[config.mk]
export PLATFORM = sky130hd
export DESIGN_NAME = pgs_sequencer
export DESIGN_NICKNAME = d
export VERILOG_FILES = /design/src/common/pgs_pkg.sv /design/src/rtl/pgs_sequencer.sv
export VERILOG_INCLUDE_DIRS = /design/src /design/src/common
export SDC_FILE = /design/constraint.sdc
export NUM_CORES = 1
export LEC_CHECK = 0
export ABC_AREA = 1
export BUFFER_PORTS_ARGS = -buffer_cell sky130_fd_sc_hd__buf_2
export CAP_MARGIN = 20
export CORE_ASPECT_RATIO = 0.9
export CORE_MARGIN = 2
export CORE_UTILIZATION = 45
export DETAILED_ROUTE_END_ITERATION = 12
export PLACE_DENSITY = 0.7
export SYNTH_ARGS = -nofsm -noshare
export SYNTH_HDL_FRONTEND = slang
export SYNTH_SLANG_ARGS = --single-unit
[constraint.sdc]
create_clock -name pclk -period 9.7 [get_ports pclk]
set_clock_uncertainty 0.15 [all_clocks]
set_input_delay 0.97 -clock pclk [delete_from_list [all_inputs] [get_ports pclk]]
set_output_delay 0.97 -clock pclk [all_outputs]
set_load 0.05 [all_outputs]
[src/common/pgs_cfg.svh]
// pgs_cfg.svh: register offsets, field positions, reset values and cycle counts
// for the power-good and fault sequencer. Definitions only.
`ifndef PGS_CFG_SVH
`define PGS_CFG_SVH

// apb register byte offsets
`define PGS_ADDR_W 8
`define PGS_OFF_CTRL 8'h00
`define PGS_OFF_STATUS 8'h04
`define PGS_OFF_PGCNT 8'h08

// ctrl: switching period in pclk cycles, bits 15:0
`define PGS_PERIOD_LSB 0
`define PGS_PERIOD_W 16
// 250 MHz / 250 gives a 1 MHz switching clock after reset
`define PGS_PERIOD_RST 16'h00fa
// shorter periods are refused; below 2 the half-period phase point collides with the cycle start
`define PGS_PERIOD_MIN 16'h0004

// status field positions
`define PGS_ST_PG_BIT 0
`define PGS_ST_LIN_BIT 1
`define PGS_ST_CH0_LSB 4
`define PGS_ST_CH1_LSB 8

// power-good delay: 0.5236 s*MHz, i.e. 0.5236e6 switching cycles
`define PGS_PG_DELAY_MICRO 5236
`define PGS_PG_DELAY_CYC (`PGS_PG_DELAY_MICRO * 100)
`define PGS_PGC_W 20

// consecutive-cycle fault limits
`define PGS_OC_LIMIT 6'h20
`define PGS_OV_LIMIT 6'h20
`define PGS_UV_LIMIT 4'h8

`endif

[src/common/pgs_pkg.sv]
// pgs_pkg: types of the power-good and fault sequencer.
// assumes pgs_cfg.svh supplies the widths.
`include "pgs_cfg.svh"

package pgs_pkg;

    // per-channel protection state
    typedef enum logic [2:0] {
        CH_OFF,
        CH_SOFT,
        CH_RUN,
        CH_HICCUP,
        CH_OVLATCH
    } pgs_ch_state_t;

    // comparator results of one switcher channel, synchronous to pclk
    typedef struct packed {
        logic ss_en;     // soft-start/enable pin above 1 V
        logic ss_done;   // soft-start ramp reached about 3.2 V
        logic win_ok;    // feedback inside the 90%..110% window
        logic uv;        // feedback at or below 82% of reference
        logic ov;        // feedback at or above 116% of reference
        logic oc_cmp;    // switch node below overcurrent_threshold_pin
        logic pwm_end;   // modulator ends the upper pulse
        logic ind_rev;   // inductor current reversed (diode emulation)
    } pgs_ch_in_t;

    // per-channel registered state
    typedef struct packed {
        pgs_ch_state_t st;
        logic [5:0] oc_cnt;
        logic [3:0] uv_cnt;
        logic [5:0] ov_cnt;
        logic oc_seen;
        logic ug;
        logic lg;
        logic oe;
        logic dis;
    } pgs_ch_t;

    // whole state of the sequencer
    typedef struct packed {
        pgs_ch_t [1:0] ch;
        logic [`PGS_PERIOD_W-1:0] period;
        logic [`PGS_PERIOD_W-1:0] pcnt;
        logic [`PGS_PGC_W-1:0] pg_cnt;
        logic pg_good;
        logic pg_oe;
        logic lin_on;
        logic [31:0] prdata;
        logic pready;
        logic pslverr;
    } pgs_state_t;

endpackage : pgs_pkg

[src/rtl/pgs_sequencer.sv]
// pgs_sequencer: digital supervision of a dual buck controller with a linear
// output: switching phase generation, gate sequencing, fault protection and
// the delayed power-good output.
// assumes all comparator inputs are synchronous to pclk and presetn is the
// power-on reset (asserted below the falling trip point).
`timescale 1ns/1ps
`default_nettype none
`include "pgs_cfg.svh"

// Notes on behaviour
// - qualify needs both ramps done, windows ok
// - delay is 0.5236/fsw(MHz) seconds
// - release power-good pull-down on timeout
// - any failed condition drops power-good immediately
// - recovery restarts a complete new delay
// - delay counts switching cycles only
// - lower gate off during soft-start unless overvoltage
// - channels run half a period apart
// - linear on after reset, no ramp
// - overcurrent when switch node low, upper on
// - overcurrent ends upper pulse, counts cycle
// - 32 overcurrent cycles outside soft-start hiccup
// - hiccup discharges soft-start, then fresh ramp
// - soft-start limits pulses, holds counter cleared
// - hiccup repeats forever, clean ramp resumes
// - 8 undervoltage cycles enter hiccup
// - overvoltage holds lower gate on, emulating diode
// - 32 overvoltage cycles latch off, tri-state
// - latch clears by disable, reset or undervoltage
// - soft-start done signal from ramp end
module pgs_sequencer
    import pgs_pkg::*;
#(
    parameter int PG_DELAY_CYC = `PGS_PG_DELAY_CYC
) (
    // clock and reset
    input wire logic pclk,
    input wire logic presetn,
    // apb slave
    input wire logic psel,
    input wire logic penable,
    input wire logic pwrite,
    input wire logic [`PGS_ADDR_W-1:0] paddr,
    input wire logic [31:0] pwdata,
    output logic [31:0] prdata,
    output logic pready,
    output logic pslverr,
    // comparator results
    input wire pgs_ch_in_t [1:0] ch_in,
    input wire logic lin_ok,
    // gate drive, per channel
    output logic [1:0] upper_gate_drive,
    output logic [1:0] lower_gate_drive,
    output logic [1:0] gate_drive_oe,
    output logic [1:0] ss_discharge,
    // open-drain power-good and linear drive
    output logic power_good_out,
    output logic power_good_oe,
    output logic linear_drive_out
);

    localparam logic [`PGS_PGC_W-1:0] PG_LAST = `PGS_PGC_W'(PG_DELAY_CYC - 1);

    // refuse a delay the counter cannot hold
    if (PG_DELAY_CYC < 1 || PG_DELAY_CYC > (2 ** `PGS_PGC_W) - 1) begin : g_bad_delay
        $error("pgs_sequencer: PG_DELAY_CYC out of range");
    end

    pgs_state_t s_q;
    pgs_state_t s_d;
    logic [1:0] cyc_start;
    logic pg_cond;

    // phase points: channel 0 at count 0, channel 1 half a period later
    // anti-phase starts
    assign cyc_start[0] = (s_q.pcnt == '0);
    assign cyc_start[1] = (s_q.pcnt == (s_q.period >> 1));

    // qualifying conditions for power-good
    // qualify conditions
    assign pg_cond = ch_in[0].ss_done && ch_in[1].ss_done && ch_in[0].win_ok && ch_in[1].win_ok && lin_ok;

    // next-state logic of the whole block
    always_comb begin
        logic active;
        logic counting;
        logic ug_n;
        logic [5:0] oc_n;
        logic [3:0] uv_n;
        logic [5:0] ov_n;
        logic acc;
        active = 1'b0;
        counting = 1'b0;
        ug_n = 1'b0;
        oc_n = '0;
        uv_n = '0;
        ov_n = '0;
        acc = 1'b0;
        s_d = s_q;

        // switching period counter, wraps also when the period shrinks
        if (s_q.pcnt >= s_q.period - 16'h0001) begin
            s_d.pcnt = '0;
        end else begin
            s_d.pcnt = s_q.pcnt + 16'h0001;
        end

        s_d.lin_on = 1'b1;

        for (int i = 0; i < 2; i++) begin
            active = (s_q.ch[i].st == CH_SOFT) || (s_q.ch[i].st == CH_RUN);
            oc_n = s_q.ch[i].oc_cnt;
            uv_n = s_q.ch[i].uv_cnt;
            ov_n = s_q.ch[i].ov_cnt;

            if (cyc_start[i]) begin
                oc_n = (s_q.ch[i].st == CH_RUN && s_q.ch[i].oc_seen) ?
                       ((oc_n < `PGS_OC_LIMIT) ? oc_n + 6'h01 : oc_n) : 6'h00;
                counting = (s_q.ch[i].st == CH_RUN) || (s_q.ch[i].st == CH_OVLATCH);
                uv_n = (counting && ch_in[i].uv) ?
                       ((uv_n < `PGS_UV_LIMIT) ? uv_n + 4'h1 : uv_n) : 4'h0;
                // overvoltage counted once soft-start is done
                ov_n = (s_q.ch[i].st == CH_RUN && ch_in[i].ov) ?
                       ((ov_n < `PGS_OV_LIMIT) ? ov_n + 6'h01 : ov_n) : 6'h00;
            end
            s_d.ch[i].oc_cnt = oc_n;
            s_d.ch[i].uv_cnt = uv_n;
            s_d.ch[i].ov_cnt = ov_n;

            // channel state transitions
            case (s_q.ch[i].st)
                CH_OFF: begin
                    if (ch_in[i].ss_en) begin
                        s_d.ch[i].st = CH_SOFT;
                    end
                end
                CH_SOFT: begin
                    if (!ch_in[i].ss_en) begin
                        s_d.ch[i].st = CH_OFF;
                    end else if (ch_in[i].ss_done) begin
                        s_d.ch[i].st = CH_RUN;
                    end
                end
                CH_RUN: begin
                    if (!ch_in[i].ss_en) begin
                        s_d.ch[i].st = CH_OFF;
                    end else if (oc_n == `PGS_OC_LIMIT || uv_n == `PGS_UV_LIMIT) begin
                        s_d.ch[i].st = CH_HICCUP;
                    end else if (ov_n == `PGS_OV_LIMIT) begin
                        s_d.ch[i].st = CH_OVLATCH;
                    end
                end
                CH_HICCUP: begin
                    if (!ch_in[i].ss_en) begin
                        s_d.ch[i].st = CH_OFF;
                    end
                end
                CH_OVLATCH: begin
                    if (!ch_in[i].ss_en) begin
                        s_d.ch[i].st = CH_OFF;
                    end else if (uv_n == `PGS_UV_LIMIT) begin
                        s_d.ch[i].st = CH_HICCUP;
                    end
                end
                default: begin
                    s_d.ch[i].st = CH_OFF;
                end
            endcase

            // counters only live while their state counts
            if (s_d.ch[i].st != CH_RUN) begin
                s_d.ch[i].oc_cnt = '0;
                s_d.ch[i].ov_cnt = '0;
            end
            if (s_d.ch[i].st != CH_RUN && s_d.ch[i].st != CH_OVLATCH) begin
                s_d.ch[i].uv_cnt = '0;
            end

            // upper gate: set at cycle start, ended by modulator or overcurrent
            ug_n = s_q.ch[i].ug;
            s_d.ch[i].oc_seen = s_q.ch[i].oc_seen;
            if (cyc_start[i]) begin
                ug_n = active && !ch_in[i].ov;
                s_d.ch[i].oc_seen = 1'b0;
            end else if (s_q.ch[i].ug && ch_in[i].oc_cmp) begin
                ug_n = 1'b0;
                s_d.ch[i].oc_seen = 1'b1;
            end else if (ch_in[i].pwm_end || ch_in[i].ov) begin
                ug_n = 1'b0;
            end
            if (s_d.ch[i].st != CH_SOFT && s_d.ch[i].st != CH_RUN) begin
                ug_n = 1'b0;
            end
            s_d.ch[i].ug = ug_n;

            // lower gate
            if ((s_d.ch[i].st == CH_SOFT || s_d.ch[i].st == CH_RUN) && ch_in[i].ov) begin
                s_d.ch[i].lg = !ch_in[i].ind_rev;
            end else begin
                s_d.ch[i].lg = (s_d.ch[i].st == CH_RUN) && !ug_n;
            end

            s_d.ch[i].oe = (s_d.ch[i].st != CH_OVLATCH);
            s_d.ch[i].dis = (s_d.ch[i].st == CH_HICCUP);
        end

        // power-good qualification timer
        // the wait scales with the programmed period: there is no separate delay
        // setting, so a slower switching clock simply waits longer
        if (!pg_cond) begin
            s_d.pg_cnt = '0;
            s_d.pg_good = 1'b0;
        end else if (!s_q.pg_good && cyc_start[0]) begin
            if (s_q.pg_cnt == PG_LAST) begin
                s_d.pg_good = 1'b1;
            end else begin
                s_d.pg_cnt = s_q.pg_cnt + `PGS_PGC_W'(1);
            end
        end
        s_d.pg_oe = !s_d.pg_good;

        // apb: decode in setup, answer in the following access cycle
        acc = psel && penable && s_q.pready;
        s_d.pready = 1'b0;
        if (psel && !penable) begin
            s_d.pready = 1'b1;
            s_d.pslverr = 1'b0;
            s_d.prdata = '0;
            case (paddr)
                `PGS_OFF_CTRL: begin
                    s_d.prdata[`PGS_PERIOD_LSB +: `PGS_PERIOD_W] = s_q.period;
                    // too short a period is refused
                    s_d.pslverr = pwrite && (pwdata[`PGS_PERIOD_LSB +: `PGS_PERIOD_W] < `PGS_PERIOD_MIN);
                end
                `PGS_OFF_STATUS: begin
                    s_d.prdata[`PGS_ST_PG_BIT] = s_q.pg_good;
                    s_d.prdata[`PGS_ST_LIN_BIT] = s_q.lin_on;
                    s_d.prdata[`PGS_ST_CH0_LSB +: 3] = s_q.ch[0].st;
                    s_d.prdata[`PGS_ST_CH1_LSB +: 3] = s_q.ch[1].st;
                    s_d.pslverr = pwrite;
                end
                `PGS_OFF_PGCNT: begin
                    s_d.prdata[`PGS_PGC_W-1:0] = s_q.pg_cnt;
                    s_d.pslverr = pwrite;
                end
                default: begin
                    s_d.pslverr = 1'b1;
                end
            endcase
        end
        // write lands on the completing edge only
        if (acc && pwrite && !s_q.pslverr && paddr == `PGS_OFF_CTRL) begin
            s_d.period = pwdata[`PGS_PERIOD_LSB +: `PGS_PERIOD_W];
        end
    end

    // state register; reset loads constants only
    always_ff @(posedge pclk or negedge presetn) begin
        if (!presetn) begin
            s_q <= '0;
            s_q.period <= `PGS_PERIOD_RST;
            s_q.pg_oe <= 1'b1;
            for (int i = 0; i < 2; i++) begin
                s_q.ch[i].st <= CH_OFF;
                s_q.ch[i].oe <= 1'b1;
            end
        end else begin
            s_q <= s_d;
        end
    end

    // outputs straight from the state register, power_good_out tied low
    assign prdata = s_q.prdata;
    assign pready = s_q.pready;
    assign pslverr = s_q.pslverr;
    assign power_good_out = 1'b0;   // open drain only ever pulls low
    assign power_good_oe = s_q.pg_oe;
    assign linear_drive_out = s_q.lin_on;
    for (genvar g = 0; g < 2; g++) begin : g_out
        assign upper_gate_drive[g] = s_q.ch[g].ug;
        assign lower_gate_drive[g] = s_q.ch[g].lg;
        assign gate_drive_oe[g] = s_q.ch[g].oe;
        assign ss_discharge[g] = s_q.ch[g].dis;
    end

    // per-channel checks, one copy for each switcher
    for (genvar g = 0; g < 2; g++) begin : g_chk

    end
endmodule : pgs_sequencer
`default_nettype wire

Yosys cells after proc, flatten, opt, wreduce, memory -nomap -nowiden:

Index checks and enable logic that the tools add are counted.
Widths: inputs -> output; s select.

* add/subtract/negate cells: 9
* equality and inequality tests: 32
* muxes and demuxes: 72
* reduce and logical (&&, ||, !) cells: 58
* order comparisons: 8

Operators with widths (number)
* $mux 6: 16
* $mux 3: 18
* $mux 21: 2
* $mux 4: 9
* $logic_and 1x1->1: 30
* $pmux 3 s5: 2
* $add 6x1->6 const B: 4
* $eq 3x2->1 const B: 8
* $eq 6x6->1 const B: 4
* $lt 6x6->1 const B: 4
* $add 20x1->20 const B: 1
* $eq 20x19->1 const B: 1
* $mux 20: 1
* $pmux 3 s3: 2
* $add 16x1->16 const B: 1
* $eq 16x15->1: 1
* $ge 16x16->1: 1
* $logic_not 16->1: 1
* $lt 16x3->1 const B: 1
* $mux 16: 1
* $sub 16x1->16 const B: 1
* $mux 1: 15
* $eq 3x1->1 const B: 4
* $logic_not 1->1: 10
* 22 further kinds: 41

* flip-flop bits (word level): 125
* word-level logic and storage cells: 206
* output and inout bits: 45

Longest topological paths before layout:

* word-level depth: 16
* depth in mapped cells: 21

Least setup slack after synthesis:

OpenSTA, ideal clock, no wires.

* kind: register -> register
* from: reg s_q[75] in the netlist's numbering
* to: reg s_q[66] in the netlist's numbering
* slack: 6.517 ns
* cell stages (with the launch flop): 19
* period minus slack after synthesis: 3.183 ns
* arrival: 2.899 ns
* setup time: 0.135 ns
* data required time: 9.415 ns
* cell sequence: dfrtp_1 -> inv_2 -> nand3_1 -> nor3_1 -> nand3_1 -> nor2_1 -> nand2_1 -> nor3_1 -> nand3_1 -> xor2_1 -> ha_1 -> nand2_1 -> inv_1 -> nand3_1 -> nor3_1 -> nand2_1 -> nand3_1 -> clkbuf_1 -> nor3b_1

RTL lines
* start: declaration: RTL line pgs_sequencer.sv:69 `pgs_state_t s_q;`

==> flow_metrics.py <==
metrics = {
    "worst_setup_path": {
        "crit_fanout": 16,
        "required_ps": 9860,
        "cp-end-kind": "flip-flop",
        "cp.arrival_ps": 3970,
        "crit_chain": "inv_2 > nand3_1 > nor3_1 > nand3_1 > nor2_1 > nand2_1 > nor3_1 > nand3_1 > xor2_1 > ha_1 > nand2_1 > inv_1 > nand3_1 > inv_1 > a21oi_1 > nand3_1 > nor3b_1",
        "path_common_cell": "nand3_1",
        "cpLargestDelayFamily": "simple AND/OR/NAND/NOR gates",
        "cp_slowest_stage_delay_ps": 530,
        "path_class": "flip-flop to flip-flop",
        "crit_buf_inv": 3,
        "startpoint_type": "flip-flop",
        "crit_slowest_cell": "nand3_1",
    },
    "logic_synthesis": {
        "ys_seq_area_share_pct": 38.6,
        "async_reset_ff_share_pct": 100,
        "synthDistinctLibCells": 48,
        "synth_ff_type": "dfrtp_1",
        "yosys_register_bits": 125,
        "syn_area_sq_mm": 0.00814,
        "yosys_warnings": 0,
        "synth-edff-count": 0,
        "synthCells": 1127,
        "syn_area_per_cell_sq_um": 7.22,
    },
    "cts": {
        "clk_pin_slew_ps": 60,
        "cts_tree": "built",
        "cts_resized": 0,
        "cts_made_buffers": 17,
        "root_buffer": "clkbuf_16",
        "clock_sinks": 125,
        "cts.htree.levels": 4,
        "postCtsSetupBuffers": 0,
        "cts_hold_buf": 0,
        "clkLatencyLatePin_ps": 420,
        "clock_path_buffers": 2,
    },
    "power": {
        "p_leak_nw": 4.30,
        "ir_worst_vdd_uv": 106,
        "power_mw": 1.30,
        "pwr_density_cell_mw_per_mm2": 143,
    },
    "status": {
        "status": "complete, no violations",
    },
    "layout": {
        "final_common_cell": "nand2_1",
        "drive_gt1_share_pct": 13.7,
        "syn_to_final_growth_pct": 11.8,
        "final_cell_mix": "272 x nand2_1, 137 x inv_1, 116 x dfrtp_1",
        "insertedDiodeCount": 0,
        "nets": 1262,
        "design_area_sq_mm": 0.00909,
    },
    "global_route": {
        "grt_pass1_wl_mm": 34.2,
        "grt_use_total_pct": 22.0,
        "grt_pass1_vias": 6877,
        "grt_max_degree": 64,
        "antenna_found_initial": 0,
        "globalRoute.totalOverflow": 0,
    },
    "placed_design": {
        "postPlaceCellArea_sq_mm": 0.00846,
        "hpwl_mm": 15.0,
        "place.gp.congestion": 0.931,
        "portBuffers": 77,
    },
    "timing": {
        "relSlewSlack_pct": 45.7,
        "period_share_pct": 39.2,
        "tightestPinTransition_ps": 814,
        "final_max_slew_viol_count": 0,
        "hold_violations": 0,
        "tns_ps": 0,
        "whs_ps": 327,
        "setup_violations": 0,
        "rsz0062_at_grt": "false",
        "fmax_mhz": 263,
        "period_minus_slack_ps": 3800,
    },
    "floorplanning": {
        "die_y_um": 132,
        "core_sq_mm": 0.0177,
        "top_level_ports": 107,
        "rows": 46,
        "initial_core_util_pct": 46.1,
        "die_w_um": 146,
        "dieArea_sq_mm": 0.0192,
    },
    "drt": {
        "vias": 7370,
        "wl_per_cell_um": 14.3,
        "drc": 0,
        "vias_per_cell": 5.16,
        "first_pass_iters": 5,
        "ant_nets": 0,
        "postRouteWirelength_mm": 20.4,
        "drt_iter0_drc": 716,
    },
    "min_path": {
        "min_path_type": "flip-flop to flip-flop",
    },
    "job": {
        "drv_cap": 0,
    },
}
cells in the mapped netlist, drive strengths merged, types with 3 or more instances:
cell type    n  area (sq um)
o22ai        7          43.8
xnor2        5          43.8
nand2      277          1060
dfrtp      116          2900
dfstp        9           236
o31ai        4          30.0
ha          26           325
a21oi       71           367
nor2       124           495
a221oi       5          43.8
nand3b       4          30.0
clkbuf      13          48.8
nor3        24           125
nand3       67           335
inv        154           578
o21ai       66           330
buf         53           392
nor4        14          87.6
a31oi        3          18.8
nand4       29           203
xor2        25           219
a21boi       4          30.0
nor3b       10          75.1
flip-flops by register name, summed over array words and instances, names as in the netlist, 2 cells and up:
signal,cells
prdata,20
lower_gate_drive,2
s_q,93
ss_discharge,2
gate_drive_oe,2
upper_gate_drive,2
final cells by class:
class / count / area, sq um
Timing Repair Buffer: 82 / 433
Clock inverter: 11 / 139
Fill cell: 1725 / 8570
Tap cell: 240 / 300
Multi-Input combinational cell: 793 / 4020
Clock buffer: 21 / 480
Sequential cell: 125 / 3140
Inverter: 155 / 582
tightest hold or removal path, stage by stage, from the launching register on:
cell,delay [ps]
dfrtp_1,340
nand2_1,50
o31ai_1,50
routing by layer:
layer,vias to the layer above,global-route usage [%],share of wire [%],wire (um)
li1,3700,-,-,-
met2,227,33.9,44,9040
met4,0,5.94,1.5,307
met1,3418,31.8,48,9800
met3,25,4.17,6.2,1280
met5,-,0,0,0
stage by stage:
step	util, %	instances	setup WS [ps]
5_1_grt	51.5	1427	5420
3_3_place_gp	47.9	1394	5970
2_1_floorplan	-	1139	6520
4_1_cts	51.4	1426	5840
6_report	51.5	1427	5900
3_5_place_dp	47.9	1394	5860
power breakdown:
part           leakage, nW  switching (mW)  internal, mW
sequential            1.64         0.00620         0.529
clock                0.305           0.235         0.429
combinational         2.35          0.0772        0.0228
total                 4.30           0.319         0.981
worst paths after layout:
path / startpoint / end / slack (ps) / cells past startpoint
worst max-delay path: s_q[75] / s_q[65] / 5900 / 17
worst min-delay path: prdata[19] / prdata[19] / 330 / 2
worst max register to register: s_q[75] / s_q[65] / 5900 / 17
worst min register to register: prdata[19] / prdata[19] / 330 / 2
max in group asynchronous: presetn / s_q[84] / 7620 / 2
min in group asynchronous: presetn / s_q[128] / 480 / 1
kinds of logic (layout without fill, tap and decap cells):
logic type                 after synthesis  count (layout)  synth area share [%]
and+or+nand+nor                        551             551                  29.8
buffers and inverters                  221             269                  12.6
AOI/OAI and AO/OA                      172             172                  11.8
DFF                                    125             125                  38.6
xor gates and xnor gates                30              30                  3.23
adders and majority gates               26              26                  4.00
other                                    2              14                0.0923
Note: power is estimated with default switching activity, not from simulation.
